**config.mk**
```make
export PLATFORM = sky130hd
export DESIGN_NAME = rwt_watchdog_timer
export DESIGN_NICKNAME = d
export VERILOG_FILES = /design/src/pkg/rwt_pkg.sv /design/src/logic/rwt_watchdog_timer.sv
export SDC_FILE = /design/constraint.sdc
export NUM_CORES = 1
export LEC_CHECK = 0
export ABC_CLOCK_PERIOD_IN_PS = 4900
export BUFFER_PORTS_ARGS = -buffer_cell sky130_fd_sc_hd__buf_4
export CAP_MARGIN = 20
export CELL_PAD_IN_SITES_DETAIL_PLACEMENT = 1
export CELL_PAD_IN_SITES_GLOBAL_PLACEMENT = 1
export CORE_MARGIN = 3
export CORE_UTILIZATION = 43
export DETAILED_ROUTE_END_ITERATION = 10
export PLACE_DENSITY = 0.8
export SLEW_MARGIN = 20
export SYNTH_ARGS = -nofsm -noshare
export SYNTH_HDL_FRONTEND = slang
export SYNTH_SLANG_ARGS = --single-unit
```
**constraint.sdc**
```tcl
create_clock -name hclk -period 4.9 [get_ports hclk]
set_clock_uncertainty 0.05 [all_clocks]
set_input_delay 0.98 -clock hclk [delete_from_list [all_inputs] [get_ports hclk]]
set_output_delay 0.98 -clock hclk [all_outputs]
set_load 0.01 [all_outputs]
```
**src/pkg/rwt_pkg.sv**
```systemverilog
// ==========================================================================
// runaway watchdog timer shared constants and types
// ==========================================================================
package rwt_pkg;

    // ======================================================================
    // bus and register geometry
    // ======================================================================
    localparam int unsigned DATA_W = 32;            // ahb data width
    localparam int unsigned REG_W  = 8;             // every register is 8 bit
    // printed offsets are register indexes, byte address is four times them
    localparam logic [29:0] IDX_CONTROL   = 30'h0000_5040;
    localparam logic [29:0] IDX_STATUS    = 30'h0000_5041;
    localparam logic [29:0] IDX_CLOCK_SEL = 30'h0000_5070;
    localparam logic [1:0]  HTRANS_NONSEQ = 2'h2;
    localparam logic [2:0]  HSIZE_WORD    = 3'h2;

    // ======================================================================
    // field positions
    // ======================================================================
    localparam int unsigned CTL_RESTART_BIT = 4;    // write-only restart
    localparam int unsigned CTL_RUN_LSB     = 0;    // run/stop key [3:0]
    localparam int unsigned ST_ACTION_BIT   = 1;    // 0 nmi, 1 reset
    localparam int unsigned ST_FLAG_BIT     = 0;    // overflow nmi flag
    localparam int unsigned CLK_DIV_LSB     = 6;    // divider select [7:6]
    localparam int unsigned CLK_SRC_LSB     = 4;    // source select [5:4]
    localparam int unsigned CLK_EN_LSB      = 0;    // enable key [3:0]

    // ======================================================================
    // codes and reset values
    // ======================================================================
    localparam logic [3:0] KEY_STOP   = 4'ha;       // stop code of both keys
    localparam logic [1:0] SRC_IRC    = 2'h0;       // internal rc oscillator
    localparam logic [1:0] SRC_LOW    = 2'h1;       // low-speed oscillator
    localparam logic [1:0] SRC_HIGH   = 2'h2;       // high-speed oscillator
    localparam logic [1:0] DIV_RESET  = 2'h0;
    localparam logic       ACT_NMI    = 1'h0;
    localparam logic       ACT_RESET  = 1'h1;

    // ======================================================================
    // timing: divider terminal counts in oscillator edges
    // ======================================================================
    localparam logic [14:0] TC_LOW   = 15'h007f;    // 1/128
    localparam logic [14:0] TC_4096  = 15'h0fff;
    localparam logic [14:0] TC_8192  = 15'h1fff;
    localparam logic [14:0] TC_16384 = 15'h3fff;
    localparam logic [14:0] TC_32768 = 15'h7fff;
    localparam int unsigned CNT_W    = 10;          // up counter width
    localparam logic [9:0]  CNT_LAST = 10'h3ff;     // value before wrap
    // timeout in source periods, 128 * 1024 on the low-speed source
    localparam int unsigned TIMEOUT_OSC_PERIODS = 131072;

    // ======================================================================
    // carriers
    // ======================================================================
    typedef struct packed {
        logic [1:0] divider;                        // divider select
        logic [1:0] source;                         // source select
        logic [3:0] enable_key;                     // count clock gate
    } rwt_clk_sel_t;

    typedef struct packed {
        logic [3:0] run_key;                        // run/stop key
        logic       action_sel;                     // overflow action
    } rwt_ctrl_t;

    localparam rwt_clk_sel_t CLK_SEL_RESET = '{DIV_RESET, SRC_LOW, KEY_STOP};
    localparam rwt_ctrl_t    CTRL_RESET    = '{KEY_STOP, ACT_NMI};

endpackage

```
**src/logic/rwt_watchdog_timer.sv**
```systemverilog
// Contract
// - 10-bit up counter overflow raises nmi or reset
// - timeout is 131072 low-speed source periods after restart
// - 2-bit source select, low-speed default
// - source/divider writable only while clock disabled
// - low-speed source divides by 128 only
// - rc/high-speed divided by 4096 to 32768
// - enable key 1010 stops count clock
// - stopped clock freezes counter, registers stay accessible
// - selected oscillator may not be stopped
// - action select 0 nmi, 1 reset
// - run key 1010 halts counter, resets stopped
// - restart bit clears counter, reads zero
// - nmi overflow sets flag, restart clears
// - counting and overflow continue in halt
// - sleep holds back the overflow output
// - reserved bits read zero, registers 8 bit
// - overflow sets flag in reset mode too
//
// Design decision made here: the AHB-Lite slave port.
`timescale 1ns/1ps
module rwt_watchdog_timer (
    input  wire logic        hclk,
    input  wire logic        hresetn,
    input  wire logic        hsel,
    input  wire logic [31:0] haddr,
    input  wire logic [1:0]  htrans,
    input  wire logic        hwrite,
    input  wire logic [2:0]  hsize,
    input  wire logic [31:0] hwdata,
    input  wire logic        hready,
    output logic      [31:0] hrdata,
    output logic             hreadyout,
    output logic             hresp,
    input  wire logic        internal_rc_osc,
    input  wire logic        low_speed_osc,
    input  wire logic        high_speed_osc,
    input  wire logic        cpu_sleep,
    input  wire logic [2:0]  osc_stop_req,
    output logic      [2:0]  osc_stop_grant,
    output logic             nmi_out,
    output logic             reset_out
);

    // ======================================================================
    // declarations
    // ======================================================================
    rwt_pkg::rwt_clk_sel_t clk_sel_reg;             // clock select register
    rwt_pkg::rwt_ctrl_t    ctrl_reg;                // run key and action
    logic                  flag_reg;                // overflow nmi flag
    logic                  wr_pend_reg;             // write in data phase
    logic [29:0]           wr_idx_reg;              // its register index
    logic [2:0]            osc_s1_reg;              // first sync stage
    logic [2:0]            osc_s2_reg;              // second sync stage
    logic [2:0]            osc_s3_reg;              // edge detect history
    logic [14:0]           pre_reg;                 // divider counter
    logic [9:0]            count_reg;               // watchdog up counter
    logic                  ovf_reg;                 // overflow event pulse
    logic                  pend_reg;                // overflow waiting on sleep
    logic                  sleep_s1_reg;            // sleep sync stages
    logic                  sleep_s2_reg;
    logic                  addr_ok;                 // valid address phase
    logic                  wr_ctrl;                 // control write now
    logic                  wr_stat;                 // status write now
    logic                  wr_clk;                  // clock select write now
    logic                  restart;                 // restart strobe
    logic                  osc_edge;                // selected source edge
    logic                  tick;                    // count clock enable
    logic                  counting;                // clock fed and running
    logic [2:0]            sel_mask;                // one-hot selected osc
    logic [2:0]            osc_rise;                // rising edges

    // ======================================================================
    // helpers
    // ======================================================================
    // terminal divider count for a source and divider code
    function automatic logic [14:0] div_tc(input logic [1:0] src,
                                           input logic [1:0] dv);
        logic [14:0] tc;
        tc = rwt_pkg::TC_LOW;
        if (src != rwt_pkg::SRC_LOW) begin
            case (dv)
                2'h0:    tc = rwt_pkg::TC_4096;
                2'h1:    tc = rwt_pkg::TC_8192;
                2'h2:    tc = rwt_pkg::TC_16384;
                default: tc = rwt_pkg::TC_32768;
            endcase
        end
        return tc;
    endfunction

    // one-hot mask of the oscillator a source code names
    function automatic logic [2:0] src_mask(input logic [1:0] src);
        logic [2:0] m;
        m = 3'h0;
        if (src == rwt_pkg::SRC_IRC) begin
            m = 3'h1;
        end else if (src == rwt_pkg::SRC_LOW) begin
            m = 3'h2;
        end else if (src == rwt_pkg::SRC_HIGH) begin
            m = 3'h4;
        end
        return m;
    endfunction

    // ======================================================================
    // ahb-lite slave
    // ======================================================================
    // zero wait states, always okay
    assign hreadyout = 1'b1;
    assign hresp     = 1'b0;
    assign addr_ok   = hsel && hready && (htrans == rwt_pkg::HTRANS_NONSEQ);

    // capture write address phase, word writes only
    always_ff @(posedge hclk or negedge hresetn) begin
        if (!hresetn) begin
            wr_pend_reg <= 1'b0;
            wr_idx_reg  <= 30'h0000_0000;
        end else begin
            wr_pend_reg <= addr_ok && hwrite && (hsize == rwt_pkg::HSIZE_WORD);
            wr_idx_reg  <= haddr[31:2];
        end
    end

    // data phase write strobes, unmapped indexes fall through
    always_comb begin
        wr_ctrl = 1'b0;
        wr_stat = 1'b0;
        wr_clk  = 1'b0;
        if (!wr_pend_reg) begin
            wr_ctrl = 1'b0;
        end else if (wr_idx_reg == rwt_pkg::IDX_CONTROL) begin
            wr_ctrl = 1'b1;
        end else if (wr_idx_reg == rwt_pkg::IDX_STATUS) begin
            wr_stat = 1'b1;
        end else if (wr_idx_reg == rwt_pkg::IDX_CLOCK_SEL) begin
            wr_clk = 1'b1;
        end
    end

    // restart fires only on a written one
    assign restart = wr_ctrl && hwdata[rwt_pkg::CTL_RESTART_BIT];

    // read data registered in the address phase; status may move one cycle
    always_ff @(posedge hclk or negedge hresetn) begin
        if (!hresetn) begin
            hrdata <= 32'h0000_0000;
        end else if (addr_ok && !hwrite) begin
            hrdata <= 32'h0000_0000;
            if (haddr[31:2] == rwt_pkg::IDX_CONTROL) begin
                hrdata[3:0] <= ctrl_reg.run_key; // restart reads 0
            end else if (haddr[31:2] == rwt_pkg::IDX_STATUS) begin
                hrdata[rwt_pkg::ST_ACTION_BIT] <= ctrl_reg.action_sel;
                hrdata[rwt_pkg::ST_FLAG_BIT]   <= flag_reg;
            end else if (haddr[31:2] == rwt_pkg::IDX_CLOCK_SEL) begin
                hrdata[7:0] <= clk_sel_reg;
            end
        end
    end

    // ======================================================================
    // registers
    // ======================================================================
    // clock select; source and divider locked while clock enabled
    always_ff @(posedge hclk or negedge hresetn) begin
        if (!hresetn) begin
            clk_sel_reg <= rwt_pkg::CLK_SEL_RESET;
        end else if (wr_clk) begin
            clk_sel_reg.enable_key <= hwdata[3:0];
            if (clk_sel_reg.enable_key == rwt_pkg::KEY_STOP) begin
                clk_sel_reg.divider <= hwdata[7:6];
                clk_sel_reg.source  <= hwdata[5:4];
            end
        end
    end

    // run key and overflow action; writable with the clock stopped too
    always_ff @(posedge hclk or negedge hresetn) begin
        if (!hresetn) begin
            ctrl_reg <= rwt_pkg::CTRL_RESET;
        end else begin
            if (wr_ctrl) begin
                ctrl_reg.run_key <= hwdata[3:0];
            end
            if (wr_stat) begin
                ctrl_reg.action_sel <= hwdata[rwt_pkg::ST_ACTION_BIT];
            end
        end
    end

    // ======================================================================
    // oscillator synchronisers
    // ======================================================================
    // sources must run below half of hclk, or edges are lost
    always_ff @(posedge hclk or negedge hresetn) begin
        if (!hresetn) begin
            osc_s1_reg <= 3'h0;
            osc_s2_reg <= 3'h0;
            osc_s3_reg <= 3'h0;
        end else begin
            osc_s1_reg <= {high_speed_osc, low_speed_osc, internal_rc_osc};
            osc_s2_reg <= osc_s1_reg;
            osc_s3_reg <= osc_s2_reg;
        end
    end

    assign osc_rise = osc_s2_reg & ~osc_s3_reg;
    assign sel_mask = src_mask(clk_sel_reg.source);
    // reserved source yields no edges, so the counter never moves
    assign osc_edge = |(osc_rise & sel_mask);

    // stop requests for the selected oscillator are refused
    assign osc_stop_grant = osc_stop_req & ~sel_mask;

    // ======================================================================
    // count clock divider
    // ======================================================================
    // divider runs only while the enable key lets the clock through
    always_ff @(posedge hclk or negedge hresetn) begin
        if (!hresetn) begin
            pre_reg <= 15'h0000;
        end else if (restart ||
                     clk_sel_reg.enable_key == rwt_pkg::KEY_STOP) begin
            pre_reg <= 15'h0000;
        end else if (osc_edge) begin
            if (pre_reg >= div_tc(clk_sel_reg.source,
                                  clk_sel_reg.divider)) begin
                pre_reg <= 15'h0000;
            end else begin
                pre_reg <= pre_reg + 15'h0001;
            end
        end
    end

    assign tick = osc_edge &&
                  (pre_reg >= div_tc(clk_sel_reg.source, clk_sel_reg.divider));
    assign counting = (clk_sel_reg.enable_key != rwt_pkg::KEY_STOP) &&
                      (ctrl_reg.run_key != rwt_pkg::KEY_STOP);

    // ======================================================================
    // watchdog counter
    // ======================================================================
    // restart beats a coincident tick; cpu halt does not gate counting
    always_ff @(posedge hclk or negedge hresetn) begin
        if (!hresetn) begin
            count_reg <= 10'h000;
        end else if (restart) begin
            count_reg <= 10'h000;
        end else if (tick && counting) begin
            count_reg <= count_reg + 10'h001;
        end
    end

    // overflow on the wrap from the last value; 1024 ticks after restart
    always_ff @(posedge hclk or negedge hresetn) begin
        if (!hresetn) begin
            ovf_reg <= 1'b0;
        end else begin
            ovf_reg <= !restart && tick && counting &&
                       (count_reg == rwt_pkg::CNT_LAST);
        end
    end

    // ======================================================================
    // overflow flag and outputs
    // ======================================================================
    // flag set wins over a same-cycle restart
    always_ff @(posedge hclk or negedge hresetn) begin
        if (!hresetn) begin
            flag_reg <= 1'b0;
        end else if (ovf_reg) begin
            flag_reg <= 1'b1;
        end else if (restart) begin
            flag_reg <= 1'b0;
        end
    end

    // sleep comes from the power controller, possibly on another clock
    always_ff @(posedge hclk or negedge hresetn) begin
        if (!hresetn) begin
            sleep_s1_reg <= 1'b0;
            sleep_s2_reg <= 1'b0;
        end else begin
            sleep_s1_reg <= cpu_sleep;
            sleep_s2_reg <= sleep_s1_reg;
        end
    end

    // pending overflow held while asleep; new overflow wins over restart
    always_ff @(posedge hclk or negedge hresetn) begin
        if (!hresetn) begin
            pend_reg <= 1'b0;
        end else if (ovf_reg) begin
            pend_reg <= 1'b1;
        end else if (restart || !sleep_s2_reg) begin
            pend_reg <= 1'b0;
        end
    end

    // output pulses, two cycles for an awake overflow, one after a wake; released only when awake
    always_ff @(posedge hclk or negedge hresetn) begin
        if (!hresetn) begin
            nmi_out   <= 1'b0;
            reset_out <= 1'b0;
        end else begin
            nmi_out   <= (ovf_reg || pend_reg) && !sleep_s2_reg &&
                         (ctrl_reg.action_sel == rwt_pkg::ACT_NMI);
            reset_out <= (ovf_reg || pend_reg) && !sleep_s2_reg &&
                         (ctrl_reg.action_sel == rwt_pkg::ACT_RESET);
        end
    end

    // ======================================================================
    // assertions
    // ======================================================================
    a_restart_clears: assert property (
        @(posedge hclk) disable iff (!hresetn)
        restart |=> (count_reg == 10'h000) && (pre_reg == 15'h0000))
        else $error("restart did not clear the counter");

    a_stopped_holds: assert property (
        @(posedge hclk) disable iff (!hresetn)
        (ctrl_reg.run_key == rwt_pkg::KEY_STOP) && !restart
        |=> count_reg == $past(count_reg))
        else $error("counter moved while stopped");

    a_key_gates_div: assert property (
        @(posedge hclk) disable iff (!hresetn)
        clk_sel_reg.enable_key == rwt_pkg::KEY_STOP |=> pre_reg == 15'h0000)
        else $error("divider ran with clock disabled");

    a_sel_locked: assert property (
        @(posedge hclk) disable iff (!hresetn)
        wr_clk && (clk_sel_reg.enable_key != rwt_pkg::KEY_STOP)
        |=> $stable(clk_sel_reg.source) && $stable(clk_sel_reg.divider))
        else $error("source changed while clock enabled");

    a_ovf_at_wrap: assert property (
        @(posedge hclk) disable iff (!hresetn)
        ovf_reg |-> $past(count_reg) == rwt_pkg::CNT_LAST && count_reg == 0)
        else $error("overflow without counter wrap");

    a_flag_on_ovf: assert property (
        @(posedge hclk) disable iff (!hresetn)
        ovf_reg |=> flag_reg)
        else $error("overflow did not set the flag");

    a_sleep_blocks: assert property (
        @(posedge hclk) disable iff (!hresetn)
        $past(sleep_s2_reg) |-> !nmi_out && !reset_out)
        else $error("overflow output during sleep");

    a_awake_fires: assert property (
        @(posedge hclk) disable iff (!hresetn)
        ovf_reg && !sleep_s2_reg |=> nmi_out != reset_out)
        else $error("awake overflow gave no single action");

    a_osc_guard: assert property (
        @(posedge hclk) disable iff (!hresetn)
        clk_sel_reg.source == 2'h3 || !osc_stop_grant[clk_sel_reg.source])
        else $error("selected oscillator stop granted");

    a_rsvd_zero: assert property (
        @(posedge hclk) disable iff (!hresetn)
        addr_ok && !hwrite |=> hrdata[31:8] == 24'h00_0000)
        else $error("reserved read bits not zero");
endmodule

```
# Word level (Yosys, flattened, before mapping)
# Cells that the tools add are included.
# op_classes
add_sub_neg	2
bitwise_logic	6
muxes	30
n_eq_ne	17
reduce_logical	29
magnitude_cmp	2
# ops
op	count
equality test 30 x 15 -> 1 bit (second input constant)	6
2-to-1 mux 15 bit	6
one-hot mux 15 bit (3 select lines)	1
greater-or-equal comparator 15 bit	2
2-to-1 mux 10 bit	2
adder 15 x 1 -> 15 bit (second input constant)	1
logical AND 1 bit	15
2-to-1 mux 1 bit	13
adder 10 x 1 -> 10 bit (second input constant)	1
equality test 10 bit (second input constant)	1
bitwise AND 3 bit	3
2-to-1 mux 3 bit	3
2-to-1 mux 4 bit	2
2-to-1 mux 8 bit	1
!= test 4 bit (second input constant)	2
nonzero test 2 bit	4
equality test 2 bit (second input constant)	3
2-to-1 mux 6 bit	1
inverter 3 bit	2
equality test 2 x 1 -> 1 bit (second input constant)	2
equality test 4 bit (second input constant)	1
zero test 2 bit	2
equality test 3 x 2 -> 1 bit (second input constant)	1
zero test 1 bit	3
other kinds (6)	8
# totals
regBits	93
wordCells	106

# Longest topological paths before layout
# logic_depth
depth_word	12
depth_mapped	9
ltp_nobuf	8

# Least setup slack after synthesis
# Ideal clock, no wire load.
# synth_path
path_kind	register to register
start	reg clk_sel_reg[4] in the netlist's numbering
end	reg count_reg[9]
arrival_ps	2500
path_slack_ps	2221
synth_period_minus_slack_ps	2679
t_required_ps	4721
stages_incl_launch_ff	10
path_cell_list	dfstp_2 nand2b_1 nand2_1 ha_1 a21o_1 a21o_1 nor4_1 buf_2 nor3_1 mux2i_1
# synth_between
elab_chain_cells	9
elab_cells_between_ends	14
classes_between	order compare (1); eq/ne (3); mux (4); bitwise (1); reduce/logical (5)
# synth_lines
item	line	text
start: declaration	rwt_watchdog_timer.sv:48	rwt_pkg::rwt_clk_sel_t clk_sel_reg;
start signal: assignment	rwt_watchdog_timer.sv:167	clk_sel_reg <= rwt_pkg::CLK_SEL_RESET;
branches (longest 6 deep; another with greater-or-equal comparator 15 bit)	-	
logical AND 1 bit (*)	rwt_watchdog_timer.sv:235	assign tick = osc_edge &&
logical AND 1 bit (*)	rwt_watchdog_timer.sv:249	end else if (tick && counting) begin
nonzero test 2 bit (no line) (*)	-	
end signal: assignment	rwt_watchdog_timer.sv:250	count_reg <= count_reg + 10'h001;
end: declaration	rwt_watchdog_timer.sv:57	logic [9:0] count_reg;
# Every way passes the cells marked *.
# A chain may end at the register's enable or synchronous reset.

# Worst setup path in the final report
# layout_path
start	reg clk_sel_reg[5] in the netlist's numbering
end	reg pre_reg[12]
# layout_between
elab_chain_cells	8
elab_cells_between_ends	17
classes_between	order compare (1); eq/ne (3); mux (9); bitwise (1); reduce/logical (3)
# layout_lines
item	line	text
!= test 2 x 1 -> 1 bit	rwt_watchdog_timer.sv:81	if (src != rwt_pkg::SRC_LOW) begin
2-to-1 mux 15 bit	rwt_watchdog_timer.sv:81	
2-to-1 mux 15 bit	rwt_watchdog_timer.sv:225	end else if (osc_edge) begin
2-to-1 mux 15 bit	rwt_watchdog_timer.sv:222	end else if (restart ||
greater-or-equal comparator 15 bit	rwt_watchdog_timer.sv:226	if (pre_reg >= div_tc(clk_sel_reg.source,
2-to-1 mux 15 bit	rwt_watchdog_timer.sv:226	
2-to-1 mux 15 bit	rwt_watchdog_timer.sv:225	
2-to-1 mux 15 bit	rwt_watchdog_timer.sv:222	
end signal: assignment	rwt_watchdog_timer.sv:230	pre_reg <= pre_reg + 15'h0001;
end: declaration	rwt_watchdog_timer.sv:56	logic [14:0] pre_reg;
# Several ways; a longest one is shown, not always the timed one. The select of a mux whose other input is x is not followed.

==> flow_summary.ini <==
[layout]
fillers = 1069
seq_area_um2 = 2330
drive_gt1_share_pct = 27.3
n_antenna_cell = 0
largest_register_ffs = 30
final_cells = 579
areaGrowthSynthToFinish_pct = 17.4
multi_input_area_um2 = 1820
nNetsFinal = 532
utilization_pct = 53.4

[critical_path]
cp.arrival_ps = 3360
startpoint = clk_sel_reg[5]$_DFFE_PN0P_
r2r_setup_slack_ps = 1770
crit_path_start_kind = register
path_class = reg2reg
endpoint_kind = register
path_max_fanout = 13
crit_required_ps = 5130
r2r_start = clk_sel_reg[5]$_DFFE_PN0P_

[synthesis]
synth_warnings = 0
synthDistinctLibCells = 56
synthAdderAreaFrac_pct = 1.75
syn-cell-area_um2 = 4300
synth_edf_count = 0
ys.flop_type = dfrtp_1
synth_cells = 377
synth-compound-area-share_pct = 10.2
syn_area_per_cell_um2 = 11.4
ys_async_sr_fraction_pct = 100
synthMuxAreaShare_pct = 4.92
yosysSeqAreaShare_pct = 54.2
synth-simple-area-share_pct = 22.5
synth-seq-cells = 93
synth_xor_area_share_pct = 0
synth_top_family_by_area = simple AND/OR/NAND/NOR gates

[detailed_routing]
drtAntennaViolNets = 0
wl_per_cell_um = 18.9
vias = 3269
drtIter0Drc = 140
drc = 0
drt_pass1_iterations = 4
routed_wl_mm = 10.9
viasPerCell = 5.65

[run_status]
status = completed

[clock_tree]
cts_tree = yes
root_buffer = clkbuf_8
numCtsBuffers = 9
holdBufCountCts = 0
max-clock-path-buffers = 2
path_clk_slew_ps = 100
post-cts-setup-buffers = 0
htree_levels = 3
cts_resized = 0
numClockSinks = 93
clock_latency_ps = 360

[grt]
grtUsageTotal_pct = 20.3
overflow = 0
grt_max_degree = 50
grt_pass1_wl_mm = 18.1
antenna_found_initial = 0
first_global_vias = 3568

[hold_path]
hold_class = reg2reg
min_from = osc_s1_reg[1]$_DFF_PN0_

[floorplanning]
die_w_um = 106
core_area_um2 = 9460
initial_utilization_pct = 45.5
die_h_um = 106
die-area_um2 = 11200
fp-row-count = 35
pin_count = 120

[timing]
relSlewSlack_pct = 33.4
max_freq_mhz = 320
report.final.slew_viol_count = 0
period_needed_ps = 3130
rsz0062_at_grt = no
finalSetupViolations = 0
worst-slew-pin-transition_ps = 995
setup_tns_ps = 0
hold_viol = 0
finalCritPeriodShare_pct = 63.8

[placement]
dp_hpwl_mm = 7.91
routabilityCongestion = 0.775
place_inst = 562
port-buffer-count = 67

[job]
drv_cap = 0

[pwr]
power_density_nw_per_um2 = 312
vdd_drop_max_mv = 0.156
leakage_nw = 2.30
[area by class of cell]
cell class,instances,share of cell area (%)
clock buffer,10,2.73
clock inverter,6,1.04
inverter,6,0.446
multi-input combinational,265,36.0
sequential,93,46.2
tap,129,3.20
timing repair buffer,70,10.4
[placed cells by master, fill, tap and decap left out, types with 9 or more instances in the layout]
cell type	synthesis	final
o31ai_1	12	12
mux2_2	9	9
nand4_1	17	17
nand2_1	19	19
clkbuf_8	0	10
conb_1	2	26
nor2_1	17	17
a21oi_1	13	12
buf_4	26	69
dfrtp_1	88	88
nand3_1	35	35
[where the power goes]
| part | total [mW] | internal [mW] | leakage (nW) | switching [mW] |
|---|---|---|---|---|
| clock | 0.507 | 0.207 | 0.0914 | 0.300 |
| sequential | 0.856 | 0.809 | 1.11 | 0.0465 |
| combinational | 0.215 | 0.0892 | 1.11 | 0.126 |
[kinds of logic (layout without fill, tap and decap cells)]
family / count (synthesis) / in the layout
fa+ha+maj: 6 / 6
mux: 18 / 18
compound gates: 62 / 62
flops: 93 / 93
other cells: 2 / 26
simple gates: 153 / 153
buf+inv: 43 / 92
[critical path: stages, from the launching register on]
cell	delay [ps]
dfrtp_1	520
nand2b_1	310
nand2_1	90
ha_1	300
a21o_1	200
a211o_1	340
a211oi_2	830
nand2_1	180
o211ai_1	230
[cells in the mapped netlist, drive strengths merged, types with 2 or more instances]
| library cell | instances | share of area (%) |
|---|---|---|
| and3 | 5 | 0.73 |
| nor4b | 7 | 1.6 |
| o31ai | 13 | 2.4 |
| and2 | 4 | 0.58 |
| nor4bb | 4 | 0.93 |
| or2 | 3 | 0.49 |
| and4 | 4 | 0.81 |
| a21o | 3 | 0.52 |
| conb | 2 | 0.17 |
| mux2i | 5 | 1.2 |
| o211ai | 2 | 0.35 |
| clkbuf | 6 | 0.52 |
| ha | 6 | 1.7 |
| a31oi | 3 | 0.44 |
| dfrtp | 88 | 51 |
| nor4 | 10 | 2.5 |
| or4 | 11 | 2.2 |
| nor2 | 17 | 1.5 |
| o21ai | 5 | 0.58 |
| nand2b | 2 | 0.29 |
| a22o | 4 | 0.81 |
| nand2 | 20 | 1.9 |
| a21oi | 13 | 1.5 |
| buf | 31 | 5.1 |
| a22oi | 4 | 0.70 |
| or3 | 5 | 0.84 |
| nor3 | 4 | 0.47 |
| o21a | 2 | 0.35 |
| mux2 | 13 | 3.8 |
| inv | 6 | 0.52 |
| nand3 | 35 | 4.1 |
| nand4 | 17 | 2.5 |
| dfstp | 5 | 3.1 |
| a32oi | 5 | 1.0 |
[path summary, 6_finish.rpt]
| kind | endpoint | depth (start not counted) |
|---|---|---|
| min in group asynchronous | pre_reg[10]$_DFFE_PN0P_ | 1 |
| max reg2reg | pre_reg[12]$_DFFE_PN0P_ | 8 |
| max | pre_reg[12]$_DFFE_PN0P_ | 8 |
| max in group asynchronous | ovf_reg$_DFF_PN0_ | 2 |
| min | osc_s2_reg[1]$_DFF_PN0_ | 0 |
| min reg2reg | osc_s2_reg[1]$_DFF_PN0_ | 0 |
[per-layer routing]
| layer | global-route usage [%] | vias to the layer above | share of wire [%] |
|---|---|---|---|
| li1 | - | 1506 | - |
| met3 | 5.16 | 8 | 5.2 |
| met4 | 6.11 | 0 | 1.1 |
| met2 | 36.2 | 71 | 53 |
| met5 | 0 | - | 0 |
| met1 | 24.1 | 1684 | 41 |
[per-stage QoR]
step | instance area (um^2) | total power [mW] | setup WS [ps] | hold WS [ps]
after detailed placement | 4850 | 1.09 | 1550 | 292
after global routing | 5050 | 1.66 | 1510 | 324
after CTS | 5040 | 1.59 | 1500 | 308
final | 5050 | 1.58 | 1770 | 308
after global placement | 4850 | 1.07 | 1710 | 285
after floorplan | 4390 | 0.992 | 2220 | 281
Note: power is estimated with default switching activity, not from simulation.
